$ cat config.mk
export PLATFORM = sky130hd
export DESIGN_NAME = svd_detect
export DESIGN_NICKNAME = d
export VERILOG_FILES = /design/src/hw/svd_pkg.sv /design/src/hw/svd_settle_if.sv /design/src/hw/svd_detect.sv /design/src/hw/svd_settle_timer.sv
export VERILOG_INCLUDE_DIRS = /design/src /design/src/hw
export SDC_FILE = /design/constraint.sdc
export NUM_CORES = 1
export LEC_CHECK = 0
export BUFFER_PORTS_ARGS = -buffer_cell sky130_fd_sc_hd__buf_4
export CAP_MARGIN = 30
export CORE_MARGIN = 1.5
export CORE_UTILIZATION = 40
export CTS_BUF_LIST = sky130_fd_sc_hd__clkbuf_2
export CTS_CLUSTER_SIZE = 10
export DETAILED_ROUTE_END_ITERATION = 16
export GPL_TIMING_DRIVEN = 0
export HOLD_SLACK_MARGIN = 0.08
export PLACE_DENSITY = 0.73
export SLEW_MARGIN = 20
export SYNTH_ARGS = -nofsm -noshare
export SYNTH_HDL_FRONTEND = slang
export SYNTH_SLANG_ARGS = --single-unit
$ cat constraint.sdc
create_clock -name core_clk -period 2 [get_ports core_clk]
set_clock_uncertainty 0.15 [all_clocks]
set_input_delay 0.3 -clock core_clk [delete_from_list [all_inputs] [get_ports core_clk]]
set_output_delay 0.3 -clock core_clk [all_outputs]
set_load 0.01 [all_outputs]
$ cat src/hw/svd_defines.svh
// register offsets, field positions, reset values and timing counts
// of the supply-voltage detect block; included by bare name.
`ifndef SVD_DEFINES_SVH
`define SVD_DEFINES_SVH

// ----------------------------------------------------------------
// bus shape
// ----------------------------------------------------------------
`define SVD_ADDR_W 8
`define SVD_DATA_W 8

// ----------------------------------------------------------------
// register offsets
// ----------------------------------------------------------------
`define SVD_CTRL_ADDR 8'h0C
`define SVD_STAT_ADDR 8'h0D
`define SVD_CLR_ADDR 8'h0E
`define SVD_MASK_ADDR 8'h0F

// ----------------------------------------------------------------
// field positions
// ----------------------------------------------------------------
`define SVD_EN_BIT 0
`define SVD_LOW_BIT 1
`define SVD_HIGH_BIT 2
`define SVD_EV_READY_BIT 0
`define SVD_EV_LOW_BIT 5
`define SVD_EV_USED 8'h21

// ----------------------------------------------------------------
// reset values
// ----------------------------------------------------------------
`define SVD_CTRL_RST 8'h00
`define SVD_STAT_RST 8'h00
`define SVD_MASK_RST 8'h00
`define SVD_RDATA_RST 8'h00

// ----------------------------------------------------------------
// timing: settling delay after enable
// ----------------------------------------------------------------
`define SVD_SETTLE_US 20
`define SVD_CLK_MHZ 250
`define SVD_SETTLE_CYCLES (`SVD_SETTLE_US * `SVD_CLK_MHZ)
`define SVD_CNT_W 13

`endif

$ cat src/hw/svd_pkg.sv
// types shared by the supply-voltage detect modules.
// assumes svd_defines.svh is on the include path.
`default_nettype none
`include "svd_defines.svh"

package svd_pkg;

  typedef logic [`SVD_ADDR_W-1:0] svd_addr_t;
  typedef logic [`SVD_DATA_W-1:0] svd_data_t;
  typedef logic [`SVD_CNT_W-1:0] svd_count_t;

  typedef enum logic [1:0] {
    SVD_IDLE,
    SVD_SETTLING,
    SVD_READY
  } svd_settle_state_t;

endpackage : svd_pkg

`default_nettype wire

$ cat src/hw/svd_settle_if.sv
// carrier between the detect control logic and its settle timer.
// assumes both ends run on the same clock.
`timescale 1ns/1ps
`default_nettype none

interface svd_settle_if;
  logic ce;
  logic run;
  logic ready;
  logic done;

  modport ctrl (output ce, output run, input ready, input done);
  modport timer (input ce, input run, output ready, output done);
endinterface : svd_settle_if

`default_nettype wire

$ cat src/hw/svd_detect.sv
// supply-voltage detect control, flags and interrupt request.
// assumes comparator outputs arrive asynchronously from the analog
// macro and that the register master follows the strobe protocol.
// usage rules that bind software are kept by software, not here.
//
// Functional notes
// - detection runs only while the enable bit of the control register is one.
// - the enable bit resets to zero, so detection starts disabled.
// - both flags are valid only 20 us after enable; readers ignore them before.
// - the high flag reads one only while the supply is above the high threshold.
// - the low flag reads one only while the supply is below the low threshold.
// - with detection enabled, a low flag sets interrupt request 5.
// - request 5 stays latched until software clears it or reset comes.
// - request 5 interrupts only when its mask bit is set, else it is a flag.
// - control bits 7 to 3 are reserved, and the flags are read-only, reset 0.
`timescale 1ns/1ps
`default_nettype none
`include "svd_defines.svh"

module svd_detect #(
  parameter int unsigned SETTLE_CYCLES = `SVD_SETTLE_CYCLES
) (
  // clock, reset, freeze
  input wire logic core_clk,
  input wire logic rstn,
  input wire logic ce,
  // register port
  input wire svd_pkg::svd_addr_t regAddr,
  input wire svd_pkg::svd_data_t regWdata,
  input wire logic regWrite,
  input wire logic regRead,
  output svd_pkg::svd_data_t regRdata,
  // comparator outputs, asynchronous
  input wire logic compLowRaw,
  input wire logic compHighRaw,
  // status and interrupt
  output logic supplyDetectEnable,
  output logic supplyLowFlag,
  output logic supplyHighFlag,
  output logic supplyInterruptRequest,
  output logic irq
);
  import svd_pkg::*;

  // ----------------------------------------------------------------
  // address decode helper
  // ----------------------------------------------------------------
  function automatic logic addrHit(svd_addr_t addr, svd_addr_t target);
    addrHit = (addr == target);
  endfunction : addrHit

  // ----------------------------------------------------------------
  // declarations
  // ----------------------------------------------------------------
  logic lowMeta;
  logic lowSync;
  logic highMeta;
  logic highSync;
  logic enable;
  logic next_enable;
  logic next_lowFlag;
  logic next_highFlag;
  svd_data_t status;
  svd_data_t next_status;
  svd_data_t mask;
  svd_data_t next_mask;
  svd_data_t next_rdata;
  svd_data_t setBits;
  svd_data_t clearBits;
  svd_data_t ctrlView;
  svd_data_t readValue;
  logic wrCtrl;
  logic wrClr;
  logic wrMask;
  logic rdAny;
  logic settled;
  logic lowEvent;
  localparam svd_data_t CTRL_RST = `SVD_CTRL_RST;
  localparam svd_count_t SETTLE_END = `SVD_CNT_W'(SETTLE_CYCLES + 1);
  svd_count_t enCycles;
  svd_count_t next_enCycles;

  svd_settle_if settle ();

  // ----------------------------------------------------------------
  // comparator synchronisers
  // ----------------------------------------------------------------
  always_ff @(posedge core_clk) begin
    if (!rstn) begin
      lowMeta <= 1'b0;
      lowSync <= 1'b0;
      highMeta <= 1'b0;
      highSync <= 1'b0;
    end else if (ce) begin
      lowMeta <= compLowRaw;
      lowSync <= lowMeta;
      highMeta <= compHighRaw;
      highSync <= highMeta;
    end
  end

  // ----------------------------------------------------------------
  // register decode
  // ----------------------------------------------------------------
  assign wrCtrl = ce && regWrite && addrHit(regAddr, `SVD_CTRL_ADDR);
  assign wrClr = ce && regWrite && addrHit(regAddr, `SVD_CLR_ADDR);
  assign wrMask = ce && regWrite && addrHit(regAddr, `SVD_MASK_ADDR);
  assign rdAny = ce && regRead;

  // ----------------------------------------------------------------
  // enable bit
  // ----------------------------------------------------------------
  // only bit 0 is stored; writes to bits 7..3 and the flags are lost
  assign next_enable = wrCtrl ? regWdata[`SVD_EN_BIT] : enable;

  always_ff @(posedge core_clk) begin
    if (!rstn) begin
      enable <= CTRL_RST[`SVD_EN_BIT];
    end else if (ce) begin
      enable <= next_enable;
    end
  end

  assign supplyDetectEnable = enable;

  // ----------------------------------------------------------------
  // settle timer
  // ----------------------------------------------------------------
  assign settle.ce = ce;
  assign settle.run = enable;
  assign settled = settle.ready;

  svd_settle_timer #(
    .SETTLE_CYCLES(SETTLE_CYCLES)
  ) svd_settle_timer_inst (
    .core_clk(core_clk),
    .rstn(rstn),
    .tmr(settle)
  );

  // ----------------------------------------------------------------
  // supply flags
  // ----------------------------------------------------------------
  // flags stay low until the comparators have settled
  assign next_highFlag = settled && highSync;
  assign next_lowFlag = settled && lowSync;

  always_ff @(posedge core_clk) begin
    if (!rstn) begin
      supplyHighFlag <= 1'b0;
      supplyLowFlag <= 1'b0;
    end else if (ce) begin
      supplyHighFlag <= next_highFlag;
      supplyLowFlag <= next_lowFlag;
    end
  end

  // ----------------------------------------------------------------
  // event status, clear and mask
  // ----------------------------------------------------------------
  assign lowEvent = enable && settled && lowSync;

  always_comb begin
    setBits = '0;
    setBits[`SVD_EV_LOW_BIT] = lowEvent;
    setBits[`SVD_EV_READY_BIT] = settle.done;
  end

  assign clearBits = wrClr ? (regWdata & `SVD_EV_USED) : '0;
  // a set in the clearing cycle wins, so no event is lost
  assign next_status = (status & ~clearBits) | setBits;
  assign next_mask = wrMask ? (regWdata & `SVD_EV_USED) : mask;

  always_ff @(posedge core_clk) begin
    if (!rstn) begin
      status <= `SVD_STAT_RST;
      mask <= `SVD_MASK_RST;
    end else if (ce) begin
      status <= next_status;
      mask <= next_mask;
    end
  end

  assign supplyInterruptRequest = status[`SVD_EV_LOW_BIT];
  assign irq = |(status & mask);

  // ----------------------------------------------------------------
  // read path
  // ----------------------------------------------------------------
  always_comb begin
    ctrlView = '0;
    ctrlView[`SVD_EN_BIT] = enable;
    ctrlView[`SVD_LOW_BIT] = supplyLowFlag;
    ctrlView[`SVD_HIGH_BIT] = supplyHighFlag;
  end

  assign readValue =
    addrHit(regAddr, `SVD_CTRL_ADDR) ? ctrlView :
    addrHit(regAddr, `SVD_STAT_ADDR) ? status :
    addrHit(regAddr, `SVD_MASK_ADDR) ? mask : '0;

  // read data stand only in the cycle after the strobe
  assign next_rdata = rdAny ? readValue : `SVD_RDATA_RST;

  always_ff @(posedge core_clk) begin
    if (!rstn) begin
      regRdata <= `SVD_RDATA_RST;
    end else if (ce) begin
      regRdata <= next_rdata;
    end
  end

  // ----------------------------------------------------------------
  // settle delay monitor, read by the checks only
  // ----------------------------------------------------------------
  // counts enabled edges and stops once the delay is over
  assign next_enCycles =
    !enable ? '0 :
    (enCycles == SETTLE_END) ? enCycles : enCycles + 1'b1;

  always_ff @(posedge core_clk) begin
    if (!rstn) begin
      enCycles <= '0;
    end else if (ce) begin
      enCycles <= next_enCycles;
    end
  end

  // ----------------------------------------------------------------
  // checks
  // ----------------------------------------------------------------
  a_enable_write: assert property (
    @(posedge core_clk) disable iff (!rstn)
    wrCtrl |=> (enable == $past(regWdata[`SVD_EN_BIT]))
  ) else $error("enable bit did not follow the control write");

  a_enable_reset: assert property (
    @(posedge core_clk) disable iff (!rstn)
    $rose(rstn) |-> !enable && !supplyLowFlag && !supplyHighFlag
  ) else $error("state not cleared after reset");

  a_flag_settle: assert property (
    @(posedge core_clk) disable iff (!rstn)
    (ce && !settled) |=> !supplyLowFlag && !supplyHighFlag
  ) else $error("flag raised before the settle delay ended");

  a_disable_silent: assert property (
    @(posedge core_clk) disable iff (!rstn)
    (ce && !enable) ##1 ce |=> !supplyLowFlag && !supplyHighFlag
  ) else $error("flag raised while detection disabled");

  a_high_follows: assert property (
    @(posedge core_clk) disable iff (!rstn)
    (ce && settled) |=> (supplyHighFlag == $past(highSync))
  ) else $error("high flag does not follow the comparator");

  a_low_follows: assert property (
    @(posedge core_clk) disable iff (!rstn)
    (ce && settled) |=> (supplyLowFlag == $past(lowSync))
  ) else $error("low flag does not follow the comparator");

  a_request_set: assert property (
    @(posedge core_clk) disable iff (!rstn)
    (ce && enable && settled && lowSync) |=> supplyInterruptRequest
  ) else $error("low supply did not raise request 5");

  a_request_hold: assert property (
    @(posedge core_clk) disable iff (!rstn)
    (supplyInterruptRequest &&
     !(wrClr && regWdata[`SVD_EV_LOW_BIT])) |=> supplyInterruptRequest
  ) else $error("request 5 dropped without a clear");

  a_request_mask: assert property (
    @(posedge core_clk) disable iff (!rstn)
    (supplyInterruptRequest && !mask[`SVD_EV_LOW_BIT] &&
     !status[`SVD_EV_READY_BIT]) |-> !irq
  ) else $error("masked request 5 reached the interrupt line");

  a_reserved_zero: assert property (
    @(posedge core_clk) disable iff (!rstn)
    (rdAny && addrHit(regAddr, `SVD_CTRL_ADDR)) |=>
      (regRdata[7:3] == 5'h00) && (regRdata[0] == $past(enable))
  ) else $error("control read shows reserved bits or wrong enable");

  a_sync_delay: assert property (
    @(posedge core_clk) disable iff (!rstn)
    (ce && settled && $rose(compLowRaw)) ##1 ce |=> !$past(lowMeta) ||
      $past(lowSync, 1) == $past(lowMeta, 2)
  ) else $error("low comparator skipped the synchroniser");

  a_enable_hold: assert property (
    @(posedge core_clk) disable iff (!rstn)
    !wrCtrl |=> $stable(enable)
  ) else $error("enable bit changed without a control write");

  a_disable_idle: assert property (
    @(posedge core_clk) disable iff (!rstn)
    (ce && !enable) |=> !settled
  ) else $error("settle timer kept running while disabled");

  a_settle_time: assert property (
    @(posedge core_clk) disable iff (!rstn)
    $rose(settled) |-> (enCycles == SETTLE_END)
  ) else $error("settle delay has the wrong length");

  a_ready_event: assert property (
    @(posedge core_clk) disable iff (!rstn)
    $rose(settled) |-> status[`SVD_EV_READY_BIT]
  ) else $error("settle-done event not raised");

  a_high_source: assert property (
    @(posedge core_clk) disable iff (!rstn)
    (supplyHighFlag && $past(ce)) |-> $past(highSync) && $past(settled)
  ) else $error("high flag set without a settled high comparator");

  a_low_source: assert property (
    @(posedge core_clk) disable iff (!rstn)
    (supplyLowFlag && $past(ce)) |-> $past(lowSync) && $past(settled)
  ) else $error("low flag set without a settled low comparator");

  a_request_gated: assert property (
    @(posedge core_clk) disable iff (!rstn)
    (ce && !enable && !supplyInterruptRequest) |=> !supplyInterruptRequest
  ) else $error("request 5 set while detection disabled");

  a_request_clear: assert property (
    @(posedge core_clk) disable iff (!rstn)
    (wrClr && regWdata[`SVD_EV_LOW_BIT] && !lowEvent) |=>
      !supplyInterruptRequest
  ) else $error("request 5 survived a clear");

  a_irq_unmasked: assert property (
    @(posedge core_clk) disable iff (!rstn)
    (supplyInterruptRequest && mask[`SVD_EV_LOW_BIT]) |-> irq
  ) else $error("unmasked request 5 did not raise the interrupt");

  a_status_readonly: assert property (
    @(posedge core_clk) disable iff (!rstn)
    (ce && regWrite && addrHit(regAddr, `SVD_STAT_ADDR)) |=>
      (status == ($past(status) | $past(setBits)))
  ) else $error("write changed the read-only status");

  a_mask_write: assert property (
    @(posedge core_clk) disable iff (!rstn)
    wrMask |=> (mask == ($past(regWdata) & `SVD_EV_USED))
  ) else $error("mask did not take the written value");

endmodule : svd_detect

`default_nettype wire

$ cat src/hw/svd_settle_timer.sv
// settle timer: counts the comparator settling delay after enable.
// assumes run is a registered level on core_clk.
`timescale 1ns/1ps
`default_nettype none
`include "svd_defines.svh"

module svd_settle_timer #(
  parameter int unsigned SETTLE_CYCLES = `SVD_SETTLE_CYCLES
) (
  // clock and reset
  input wire logic core_clk,
  input wire logic rstn,
  // control side
  svd_settle_if.timer tmr
);
  import svd_pkg::*;

  localparam svd_count_t LAST = `SVD_CNT_W'(SETTLE_CYCLES - 1);

  svd_settle_state_t state;
  svd_settle_state_t next_state;
  svd_count_t count;
  svd_count_t next_count;
  logic atLast;

  assign atLast = (count == LAST);
  assign tmr.ready = (state == SVD_READY);
  assign tmr.done = tmr.ce && (state == SVD_SETTLING) && atLast && tmr.run;

  // ----------------------------------------------------------------
  // next state
  // ----------------------------------------------------------------
  always_comb begin
    next_state = state;
    next_count = count;
    unique case (state)
      SVD_IDLE: begin
        next_count = '0;
        if (tmr.run) begin
          next_state = SVD_SETTLING;
        end
      end
      SVD_SETTLING: begin
        next_count = count + 1'b1;
        if (atLast) begin
          next_state = SVD_READY;
        end
      end
      SVD_READY: begin
        next_count = '0;
      end
      default: begin
        next_state = SVD_IDLE;
        next_count = '0;
      end
    endcase
    // disabling restarts the delay from the next enable
    if (!tmr.run) begin
      next_state = SVD_IDLE;
      next_count = '0;
    end
  end

  always_ff @(posedge core_clk) begin
    if (!rstn) begin
      state <= SVD_IDLE;
      count <= '0;
    end else if (tmr.ce) begin
      state <= next_state;
      count <= next_count;
    end
  end

endmodule : svd_settle_timer

`default_nettype wire

-- Word-level counts from Yosys, hierarchy flattened
Cells that the tools add are included.
- equality and inequality tests: 9
- $add $sub $neg: 1
- bitwise operators: 4
- reduce and logical (&&, ||, !) cells: 17
- mux-type cells: 10
- operators by type and width (kind ; number):
    equality test 8 x 4 -> 1 bit (second input constant) ; 4
    2-to-1 mux 13 bit ; 2
    2-to-1 mux 8 bit ; 3
    adder 13 x 1 -> 13 bit (second input constant) ; 1
    equality test 13 bit (second input constant) ; 1
    logical AND 1 bit ; 12
    2-to-1 mux 6 bit ; 2
    AND 8 x 6 -> 8 bit ; 1
    AND 8 bit ; 1
    inverter 6 -> 8 bit ; 1
    OR 8 x 6 -> 8 bit ; 1
    OR reduction 8 bit ; 1
    one-hot mux 2 bit (3 select lines) ; 1
    2-to-1 mux 2 bit ; 2
    AND reduction 2 bit ; 2
    != test 3 x 2 -> 1 bit (second input constant) ; 1
    AND reduction 3 bit ; 1
    equality test 2 x 1 -> 1 bit (second input constant) ; 1
    equality test 2 bit (second input constant) ; 1
    logical NOT 2 bit ; 1
    != test 2 bit (second input constant) ; 1
- register bits: 40
- bits of input ports: 23
- logic and storage cells: 53
- output and inout bits: 13

-- Longest topological paths before layout
Gate-level depths: netlist of run 1.
- depth after elaboration: 6
- mapped depth: 5
- gate-level depth less buffers: 4

-- Modules after synthesis
From an unflattened synthesis of run 1, not the netlist that was laid out.
- cell total of the unflattened synthesis: 185
- area, all modules: 1614.0 um^2
- modules (own cells, without submodules) (module ; area an instance (um^2) ; instances ; cells an instance ; seq. area each (um^2)):
    svd_settle_timer ; 850.8 ; 1 ; 107 ; 300.3
    svd_detect ; 763.2 ; 1 ; 78 ; 300.3

-- Worst setup path before layout of run 1
Ideal clock, no wire load.
- path type: reg2reg
- from: register svd_settle_timer_inst.count[0]
- to: register svd_settle_timer_inst.count[10]
- data required time: 1.778 ns
- arrival: 1.335 ns
- clock period less this slack: 1.557 ns
- path slack: 0.443 ns
- cell stages (with the launch flop): 5
- path buffers: 0
- setup time: 0.072 ns
- cells stage by stage: dfxtp_1 ha_1 nand4_4 or4_1 a21oi_1
- cells in the longest elaborated chain, start to end: 3
- RTL lines (what ; RTL line ; source):
    start, declared ; svd_settle_timer.sv:22 ; svd_count_t count;
    start signal, assigned ; svd_settle_timer.sv:70 ; count <= next_count;
    adder 13 x 1 -> 13 bit ; svd_settle_timer.sv:44 ; next_count = count + 1'b1;
    2-to-1 mux 13 bit ; svd_settle_timer.sv:36 ; unique case (state)
    2-to-1 mux 13 bit ; svd_settle_timer.sv:58 ; if (!tmr.run) begin
Every way passes these cells.
A chain may end at the register's enable or synchronous reset.

-- Worst setup path after layout of run 1
- from: register svd_settle_timer_inst.count[0]
- to: register svd_settle_timer_inst.state[0]
- cells in the longest elaborated chain, start to end: 3
- RTL lines (what ; RTL line ; source):
    equality test 13 bit ; svd_settle_timer.sv:26 ; assign atLast = (count == LAST);
    != test 3 x 2 -> 1 bit (no source line) ; n/a ;
    AND reduction 3 bit (no source line) ; n/a ;
    end signal, assigned ; svd_settle_timer.sv:69 ; state <= next_state;
    end, declared ; svd_settle_timer.sv:20 ; svd_settle_state_t state;
Every way passes these cells.

==> flow_summary_export.csv, run 1 <==
group,metric,value,unit
sta,tightest_slew,0.652,ns
yosys,synth_seq_cells,30,
worst_setup_path,cp_max_fo,4,
die,fp.coreArea,3630,um2
grt,overflow,0,
worst_setup_path,crit_required,2.14,ns
sta,hold_viol,0,
sta,fmax,581,MHz
yosys,synth.top_cell.area_share,0.402,
grt,grtUsageTotal,0.182,
sta,drv_slew,0,
sta,rsz0062_at_grt,"no",
cells_and_area,drive_gt1_frac,0.193,
placed_design,dp_hpwl,2.37,mm
grt,grt_first_pass_wirelength,5.83,mm
grt,grt_pass1_vias,1307,
worst_setup_path,slowest_delay,0.40,ns
clock_network,cts_sinks,30,
sta,setup_tns,0,ns
cells_and_area,final_cells,255,
yosys,synth_flop_cell,"dfxtp_1",
yosys,synth_commonest_cells,"dfxtp_1, nand2_1, mux2i_1",
die,start_util,0.412,
routing,drt_wl_total,3.30,mm
cells_and_area,fill_cells,382,
clock_network,cts_tree,"yes",
clock_network,htree_levels,2,
pwr,vdd_drop_max,0.239,mV
placed_design,routabilityCongestion,0.800,
grt,antenna_found_initial,0,
routing,wire_per_inst,13.0,um
grt,grt_max_degree,11,
worst_setup_path,cpMaxStageDelayCell,"dfxtp_1",
flow_run,maxCapViolations,0,
clock_network,clockRootBuffer,"clkbuf_2",
yosys,synth_area,1500,um2
routing,vias_per_cell,5.13,
clock_network,ctsResizeCount,0,
worst_setup_path,worstSetupPathType,"reg -> reg",
die,pin_count,36,
die,die_width,64.1,um
worst_setup_path,endpoint_kind,"flop",
sta,timing.final.crit_share,0.861,
yosys,synth_cell_types,42,
yosys,synth_most_common_cell,"dfxtp_1",
cells_and_area,area_growth_syn_to_layout,21.9,%
status,outcome,"completed",
clock_network,clk_latency,0.38,ns
placed_design,place_inst,242,
pwr,p_leak,0.645,nW
clock_network,cts_buffers,5,
clock_network,clk_pin_slew,0.18,ns
yosys,synth_edf_count,0,
routing,drt_iter0_drc,58,
cells_and_area,final_nets,230,
die,die_area,4110,um2
placed_design,port_buffers,22,
worst_setup_path,cp_cell_sequence,"ha_1, nor4bb_1, nand4b_1, o311a_1",
routing,first_pass_iters,5,
worst_setup_path,arrival,1.87,ns
sta,finalSetupViolations,0,
clock_network,clock_path_buffers,2,
min_path,hold_start,"regAddr[4]",
routing,vias,1309,
sta,period_minus_slack,1.72,ns
yosys,synth-async-reset-ratio,0,
die,die_h,64.1,um
yosys,synth_top_area_cell,"dfxtp_1",
yosys,synth_warnings,0,
yosys,syn_inst,169,
yosys,post_synth.cell_area_avg,8.85,um2
cells_and_area,antenna_cells,0,
worst_setup_path,critPathLaunchType,"flop",
worst_setup_path,worst_setup_path_startpoint,"svd_settle_timer_inst.count[0]",
yosys,yosysSeqAreaShare,0.402,
min_path,hold_path.class,"in -> reg",
routing,drc,0,
pwr,powerDensity,550,nW/um2
die,num_rows,22,
routing,ant_nets,0,
worst_setup_path,regToRegStartpoint,"svd_settle_timer_inst.count[0]",
yosys,synthTopCellsByArea,"dfxtp_1, mux2i_1, nand2_1, a21boi_1, nand4_1",
sta,slew_headroom,0.559,
## registers in the layout (all words and copies together) (netlist names), 2 cells and up
name	flops
status	2
svd_settle_timer_inst.state	2
mask	2
svd_settle_timer_inst.count	13
regRdata	4
## worst max-delay path: cells and delay by family, from the launching register on
kind / cells / cell delay, ns
flip-flops: 1 / 0.40
AND/OR/NAND/NOR: 2 / 0.52
adder cells (fa/ha/maj): 1 / 0.25
AO/OA/AOI/OAI: 1 / 0.33
## kinds of logic after synthesis
logic type,share of synthesized area
compound gates,0.150
xor+xnor,0.0176
fa+ha+maj,0.00837
buf+inv,0.0586
flops,0.402
mux,0.0820
other cells,0.00251
simple gates,0.280
## worst paths after layout
| check | end | slack (ns) | cells past startpoint |
|---|---|---|---|
| max | svd_settle_timer_inst.state[0] | 0.28 | 4 |
| max reg2reg | svd_settle_timer_inst.state[0] | 0.28 | 4 |
| min reg2reg | regRdata[2] | 0.33 | 2 |
| min | regRdata[0] | 0.12 | 4 |
## where the power goes
part	leakage (nW)	switching (mW)	internal, mW
Combinational	0.376	0.0476	0.0483
Clock	0.0264	0.221	0.0796
Sequential	0.242	0.00300	0.603
## per-layer routing
layer | vias up | global-route usage | wire length [um] | part of all wire
met5 | - | 0 | 0 | 0
li1 | 684 | - | - | -
met3 | 8 | 0.0458 | 145 | 0.044
met2 | 28 | 0.294 | 1560 | 0.47
met1 | 589 | 0.228 | 1550 | 0.47
met4 | 0 | 0.0798 | 56 | 0.017
## layout by cell type, fill, tap and decap left out, types with 3 or more instances in the layout
cell type      count
dfxtp_1           30
inv_1              4
xor2_1             3
nand3_1            8
nor2b_1            5
buf_4             27
a21boi_1           8
clkbuf_2           5
or3_1              4
o211ai_1           6
clkbuf_1           7
nor2_1             6
nand3b_1           3
conb_1             4
nand2_1           19
mux2i_1           10
o21ai_0            4
nand4_1            8
a21oi_1            7
nor3_1             3
dlygate4sd3_1      5
## timing repair
| item | CTS | global route |
|---|---|---|
| setup buffers | 0 | 0 |
| hold endpoints to repair | 6 | 0 |
| hold buffers | 5 | 0 |
## cell type report
class | count | area (um2) | share of cell area
well taps | 48 | 60.1 | 0.0329
plain buffers | 13 | 68.8 | 0.0377
repair buffers | 27 | 215 | 0.118
clock inverters | 3 | 16.3 | 0.00892
inverters | 5 | 18.8 | 0.0103
flip-flops and latches | 30 | 601 | 0.329
clock buffers | 5 | 25.0 | 0.0137
multi-input cells | 124 | 818 | 0.449
## per-stage QoR
| stage | cell area (um2) | util | setup slack, ns | power, mW | hold slack [ns] |
|---|---|---|---|---|---|
| 3_5_place_dp | 1730 | 0.477 | 0.282 | 0.707 | 0.310 |
| 6_report | 1820 | 0.502 | 0.279 | 1.00 | 0.119 |
| 5_1_grt | 1820 | 0.502 | 0.110 | 1.05 | 0.111 |
| 2_1_floorplan | 1510 | - | 0.443 | 0.672 | 0.292 |
| 3_3_place_gp | 1730 | 0.477 | 0.319 | 0.706 | 0.308 |
| 4_1_cts | 1820 | 0.502 | 0.277 | 1.01 | 0.0975 |
No activity file was read; power rests on OpenSTA's default activity.
==> run 2: changes to the inputs <==
- CORE_ASPECT_RATIO: default -> 1.2
==> run 2 against run 1 <==
Against the previous run:
- clock power about the same
- register-to-register slack about the same
- critical path depth unchanged
- largest cell class unchanged
- largest power group unchanged
==> flow_summary_export.csv, run 2 (synthesis gave the netlist of run 1 again) <==
group,metric,value,unit
status,outcome,"completed",
grt,grt_max_degree,11,
worst_setup_path,slowest_delay,0.53,ns
worst_setup_path,worst_setup_path_startpoint,"svd_settle_timer_inst.count[0]",
pwr,finalPower,1.00,mW
routing,vias,1305,
placed_design,pre_cts_ws,0.316,ns
routing,drt_iter0_drc,54,
cells_and_area,finish.instance_area,1810,um2
worst_setup_path,regToRegStartpoint,"svd_settle_timer_inst.count[0]",
worst_setup_path,reg2regPathDepth,4,
pwr,powerDensity,554,nW/um2
die,start_util,0.415,
placed_design,port_buffers,22,
worst_setup_path,r2r_setup_slack,0.29,ns
routing,first_pass_iters,4,
clock_network,cts_buffers,5,
clock_network,htree_levels,2,
worst_setup_path,cp_cell_sequence,"ha_1, nand4_4, or4_1, a21oi_1",
worst_setup_path,endpoint_kind,"flop",
sta,rsz0062_at_grt,"no",
cells_and_area,top_register,"svd_settle_timer_inst.count",
sta,hold_viol,0,
sta,drv_slew,0,
flow_run,maxCapViolations,0,
clock_network,clockRootBuffer,"clkbuf_2",
cells_and_area,final_nets,230,
clock_network,clock_path_buffers,2,
clock_network,cts_tree,"yes",
worst_setup_path,critPathCapture,"svd_settle_timer_inst.count[10]",
routing,drc,0,
worst_setup_path,worstReg2RegEnd,"svd_settle_timer_inst.count[10]",
placed_design,dpl_cell_area,1720,um2
worst_setup_path,cp_max_fo,8,
sta,finalSetupViolations,0,
placed_design,routabilityCongestion,0.762,
worst_setup_path,arrival,1.86,ns
worst_setup_path,cpMaxStageDelayCell,"or4_1",
worst_setup_path,crit_required,2.15,ns
grt,grt_first_pass_wirelength,5.13,mm
die,pin_count,36,
die,fp.coreArea,3600,um2
cells_and_area,final_util,0.502,
worst_setup_path,cp_num_cells,4,
routing,drt_wl_total,3.10,mm
cells_and_area,antenna_cells,0,
grt,overflow,0,
die,die_width,58.8,um
cells_and_area,final_cells,246,
sta,hold_ws,0.0987,ns
grt,antenna_found_initial,0,
clock_network,clk_pin_slew,0.16,ns
grt,grtUsageTotal,0.162,
pwr,vdd_drop_max,0.354,mV
cells_and_area,area_growth_syn_to_layout,21.0,%
pwr,p_leak,0.649,nW
sta,tightest_slew,0.659,ns
clock_network,ctsResizeCount,0,
worst_setup_path,worstSetupPathType,"reg -> reg",
cells_and_area,mostFrequentLayoutCells,"dfxtp_1, buf_4, nand2_1",
die,die_area,4120,um2
worst_setup_path,critPathLaunchType,"flop",
worst_setup_path,crit_buf_inv,0,
cells_and_area,drive_gt1_frac,0.193,
sta,fmax,585,MHz
grt,grt_pass1_vias,1206,
routing,ant_nets,0,
min_path,hold_path.class,"in -> reg",
sta,slew_headroom,0.554,
placed_design,place_inst,233,
sta,timing.final.crit_share,0.855,
clock_network,clk_latency,0.37,ns
worst_setup_path,cp_top_family,"simple AND/OR/NAND/NOR gates",
sta,setup_tns,0,ns
die,num_rows,24,
routing,wire_per_inst,12.6,um
sta,setup_slack,0.290,ns
cells_and_area,largest_registers,"svd_settle_timer_inst.count (13), regRdata (4)",
die,die_h,70.0,um
sta,period_minus_slack,1.71,ns
placed_design,dp_hpwl,2.24,mm
routing,vias_per_cell,5.30,
clock_network,cts_sinks,30,
cells_and_area,layout_commonest_cell,"dfxtp_1",
cells_and_area,largest_register_ffs,13,
run 2: cell types whose count changed in the layout (fill, tap and decap cells not counted):
cell	change
clkinvlp_4	-1
clkbuf_2	+1
run 2: area by class of cell:
cell class / count / area, um2
inverters: 5 / 18.8
clock buffers: 6 / 30.0
well taps: 39 / 48.8
multi-input cells: 124 / 818
fillers: 358 / 1790
flip-flops and latches: 30 / 601
repair buffers: 27 / 215
clock inverters: 2 / 8.76
plain buffers: 13 / 68.8
run 2: worst min-delay path by stage:
stage,slack (ns),end,cells past startpoint,startpoint
after floorplan,0.29,mask[5],2,regWdata[5]
after global placement,0.30,regRdata[2],2,regRdata[2]
after detailed placement,0.30,regRdata[2],2,regRdata[2]
after CTS,0.09,regRdata[0],4,regAddr[6]
after global routing,0.12,regRdata[1],4,regAddr[6]
final,0.1,regRdata[0],4,regAddr[6]
run 2: report_power, final:
part	switching (mW)	internal [mW]
sequential	0.00281	0.603
combinational	0.0480	0.0483
clock	0.215	0.0859
total	0.266	0.737
run 2: layer usage:
metal / up-vias / GRT usage / routed length (um)
li1: 685 / - / -
met1: 587 / 0.191 / 1450
met2: 28 / 0.273 / 1500
met3: 5 / 0.0333 / 93
met4: 0 / 0.0758 / 57
met5: - / 0 / 0
run 2: timing repair:
action | CTS | global route
buffers inserted | 0 | 0
hold buffers | 5 | 0
endpoints found under the hold margin | 6 | 0
run 2: worst reg2reg max path, cell delays in order, from the launching register on:
cell     delay, ns
dfxtp_1       0.40
ha_1          0.25
nand4_4       0.17
or4_1         0.53
a21oi_1       0.15
==> run 3: changes to the inputs <==
- CTS_CLUSTER_DIAMETER: default -> 40
- SETUP_SLACK_MARGIN: default -> 0.3
==> run 3 against run 2 <==
Against the previous run:
- critical path type unchanged
- via count increased by 1.1%
- non-clock buffer count grew 1
- clock power about the same
==> flow_summary_export.csv, run 3 (synthesis gave the netlist of run 1 again) <==
group,metric,value,unit
worst_setup_path,cp_max_fo,8,
pwr,power_switching,264,uW
sta,hold_ws,0.0996,ns
routing,vias_per_cell,5.34,
worst_setup_path,crit_buf_inv,0,
die,fp.coreArea,3600,um2
clock_network,clock_path_buffers,2,
grt,use_met2,0.277,
die,die_width,58.8,um
cells_and_area,mostFrequentLayoutCells,"buf_4, dfxtp_1, nand2_1",
routing,drc,0,
routing,first_pass_iters,4,
clock_network,cts_tree,"yes",
sta,tightest_slew,0.660,ns
die,pin_count,36,
min_path,hold_path.class,"in -> reg",
pwr,internal_power,737,uW
sta,setup_tns,0,ns
sta,period_minus_slack,1.65,ns
pwr,vdd_drop_max,0.355,mV
pwr,p_seq_frac,0.605,
sta,finalSetupViolations,0,
grt,overflow,0,
grt,grtUsageTotal,0.163,
pwr,finalPower,1.00,mW
cells_and_area,antenna_cells,0,
die,die_h,70.0,um
grt,use_met3,0.0333,
sta,timing.final.crit_share,0.826,
worst_setup_path,regToRegStartpoint,"svd_settle_timer_inst.count[0]",
cells_and_area,area_growth_syn_to_layout,22.1,%
sta,fmax,605,MHz
cells_and_area,largest_register_ffs,13,
worst_setup_path,cpMaxStageDelayCell,"or4_1",
placed_design,pre_cts_ws,0.316,ns
sta,drv_slew,0,
cells_and_area,final_cells,247,
pwr,power_frac_comb,0.097,
grt,grt_first_pass_wirelength,5.17,mm
cells_and_area,top_register,"svd_settle_timer_inst.count",
cells_and_area,final_nets,231,
cells_and_area,drive_gt1_frac,0.216,
die,start_util,0.415,
clock_network,htree_levels,2,
clock_network,clk_latency,0.36,ns
pwr,p_leak,0.652,nW
cells_and_area,final_util,0.507,
worst_setup_path,worst_setup_path_startpoint,"svd_settle_timer_inst.count[0]",
routing,vias,1319,
placed_design,routabilityCongestion,0.762,
placed_design,dpl_cell_area,1720,um2
grt,grt_max_degree,11,
worst_setup_path,critPathLaunchType,"flop",
worst_setup_path,crit_required,2.15,ns
grt,busiest_layer,"met2",
grt,grt_pass1_vias,1217,
sta,slew_headroom,0.554,
worst_setup_path,arrival,1.80,ns
pwr,powerDensity,548,nW/um2
sta,setup_slack,0.348,ns
routing,ant_nets,0,
die,die_area,4120,um2
pwr,clkPwrFrac,0.298,
routing,drt_iter0_drc,49,
clock_network,cts_buffers,5,
sta,rsz0062_at_grt,"yes",
pwr,swShare,0.264,
status,outcome,"completed",
cells_and_area,largest_registers,"svd_settle_timer_inst.count (13), regRdata (4)",
worst_setup_path,cp_cell_sequence,"ha_2, nand4_4, or4_1, a21oi_1",
flow_run,maxCapViolations,0,
worst_setup_path,cp_top_family,"simple AND/OR/NAND/NOR gates",
clock_network,clk_pin_slew,0.16,ns
placed_design,port_buffers,22,
grt,antenna_found_initial,0,
min_path,hold_start,"regAddr[6]",
worst_setup_path,worstSetupPathType,"reg -> reg",
clock_network,clockRootBuffer,"clkbuf_2",
cells_and_area,finish.instance_area,1830,um2
clock_network,cts_sinks,30,
placed_design,place_inst,233,
routing,wire_per_inst,12.6,um
die,num_rows,24,
grt,use_met1,0.191,
placed_design,dp_hpwl,2.24,mm
sta,hold_viol,0,
worst_setup_path,slowest_delay,0.53,ns
worst_setup_path,endpoint_kind,"flop",
routing,drt_wl_total,3.10,mm
## run 3: changes by cell type in the layout (fill, tap and decap cells not counted), sizes merged
| cell | change |
|---|---|
| buf | +1 |
## run 3: layer usage
layer  share of wire  vias up
met4           0.012        0
met1            0.45      601
met2            0.50       30
met3           0.039        3
met5               0        -
li1                -      685
## run 3: worst register-to-register path: stages (launching register included)
cell and delay, ns:
dfxtp_2 0.39, ha_2 0.22, nand4_4 0.16, or4_1 0.53, a21oi_1 0.15
## run 3: cell type report
class / count / area [um2]
tap: 39 / 48.8
timing repair buffer: 28 / 223
inverter: 5 / 18.8
buffer: 13 / 68.8
sequential: 30 / 603
fill: 357 / 1780
clock buffer: 6 / 30.0
multi-input combinational: 124 / 825
clock inverter: 2 / 8.76
## run 3: path summary, 6_finish.rpt
path	end	slack (ns)	depth (start not counted)
worst max-delay path	svd_settle_timer_inst.count[10]	0.35	4
worst min-delay path	regRdata[0]	0.1	4
worst max register to register	svd_settle_timer_inst.count[10]	0.35	4
worst min register to register	regRdata[2]	0.32	2
## run 3: repair_timing
| action | in CTS | in global routing |
|---|---|---|
| setup buffers | 0 | 1 |
| hold endpoints to repair | 6 | 0 |
| pin swaps | 0 | 1 |
| hold buffers | 5 | 0 |
| gates resized for setup | 1 | 3 |
| endpoints found under the setup margin | 2 | 9 |
## run 3: power by group through the flow
stage / sequential [mW] / combinational [mW] / clock, mW
6_report: 0.606 / 0.0971 / 0.299
5_1_grt: 0.607 / 0.106 / 0.324
4_1_cts: 0.606 / 0.0964 / 0.307
3_5_place_dp: 0.618 / 0.0886 / 0
3_3_place_gp: 0.618 / 0.0880 / 0
2_1_floorplan: 0.618 / 0.0543 / 0
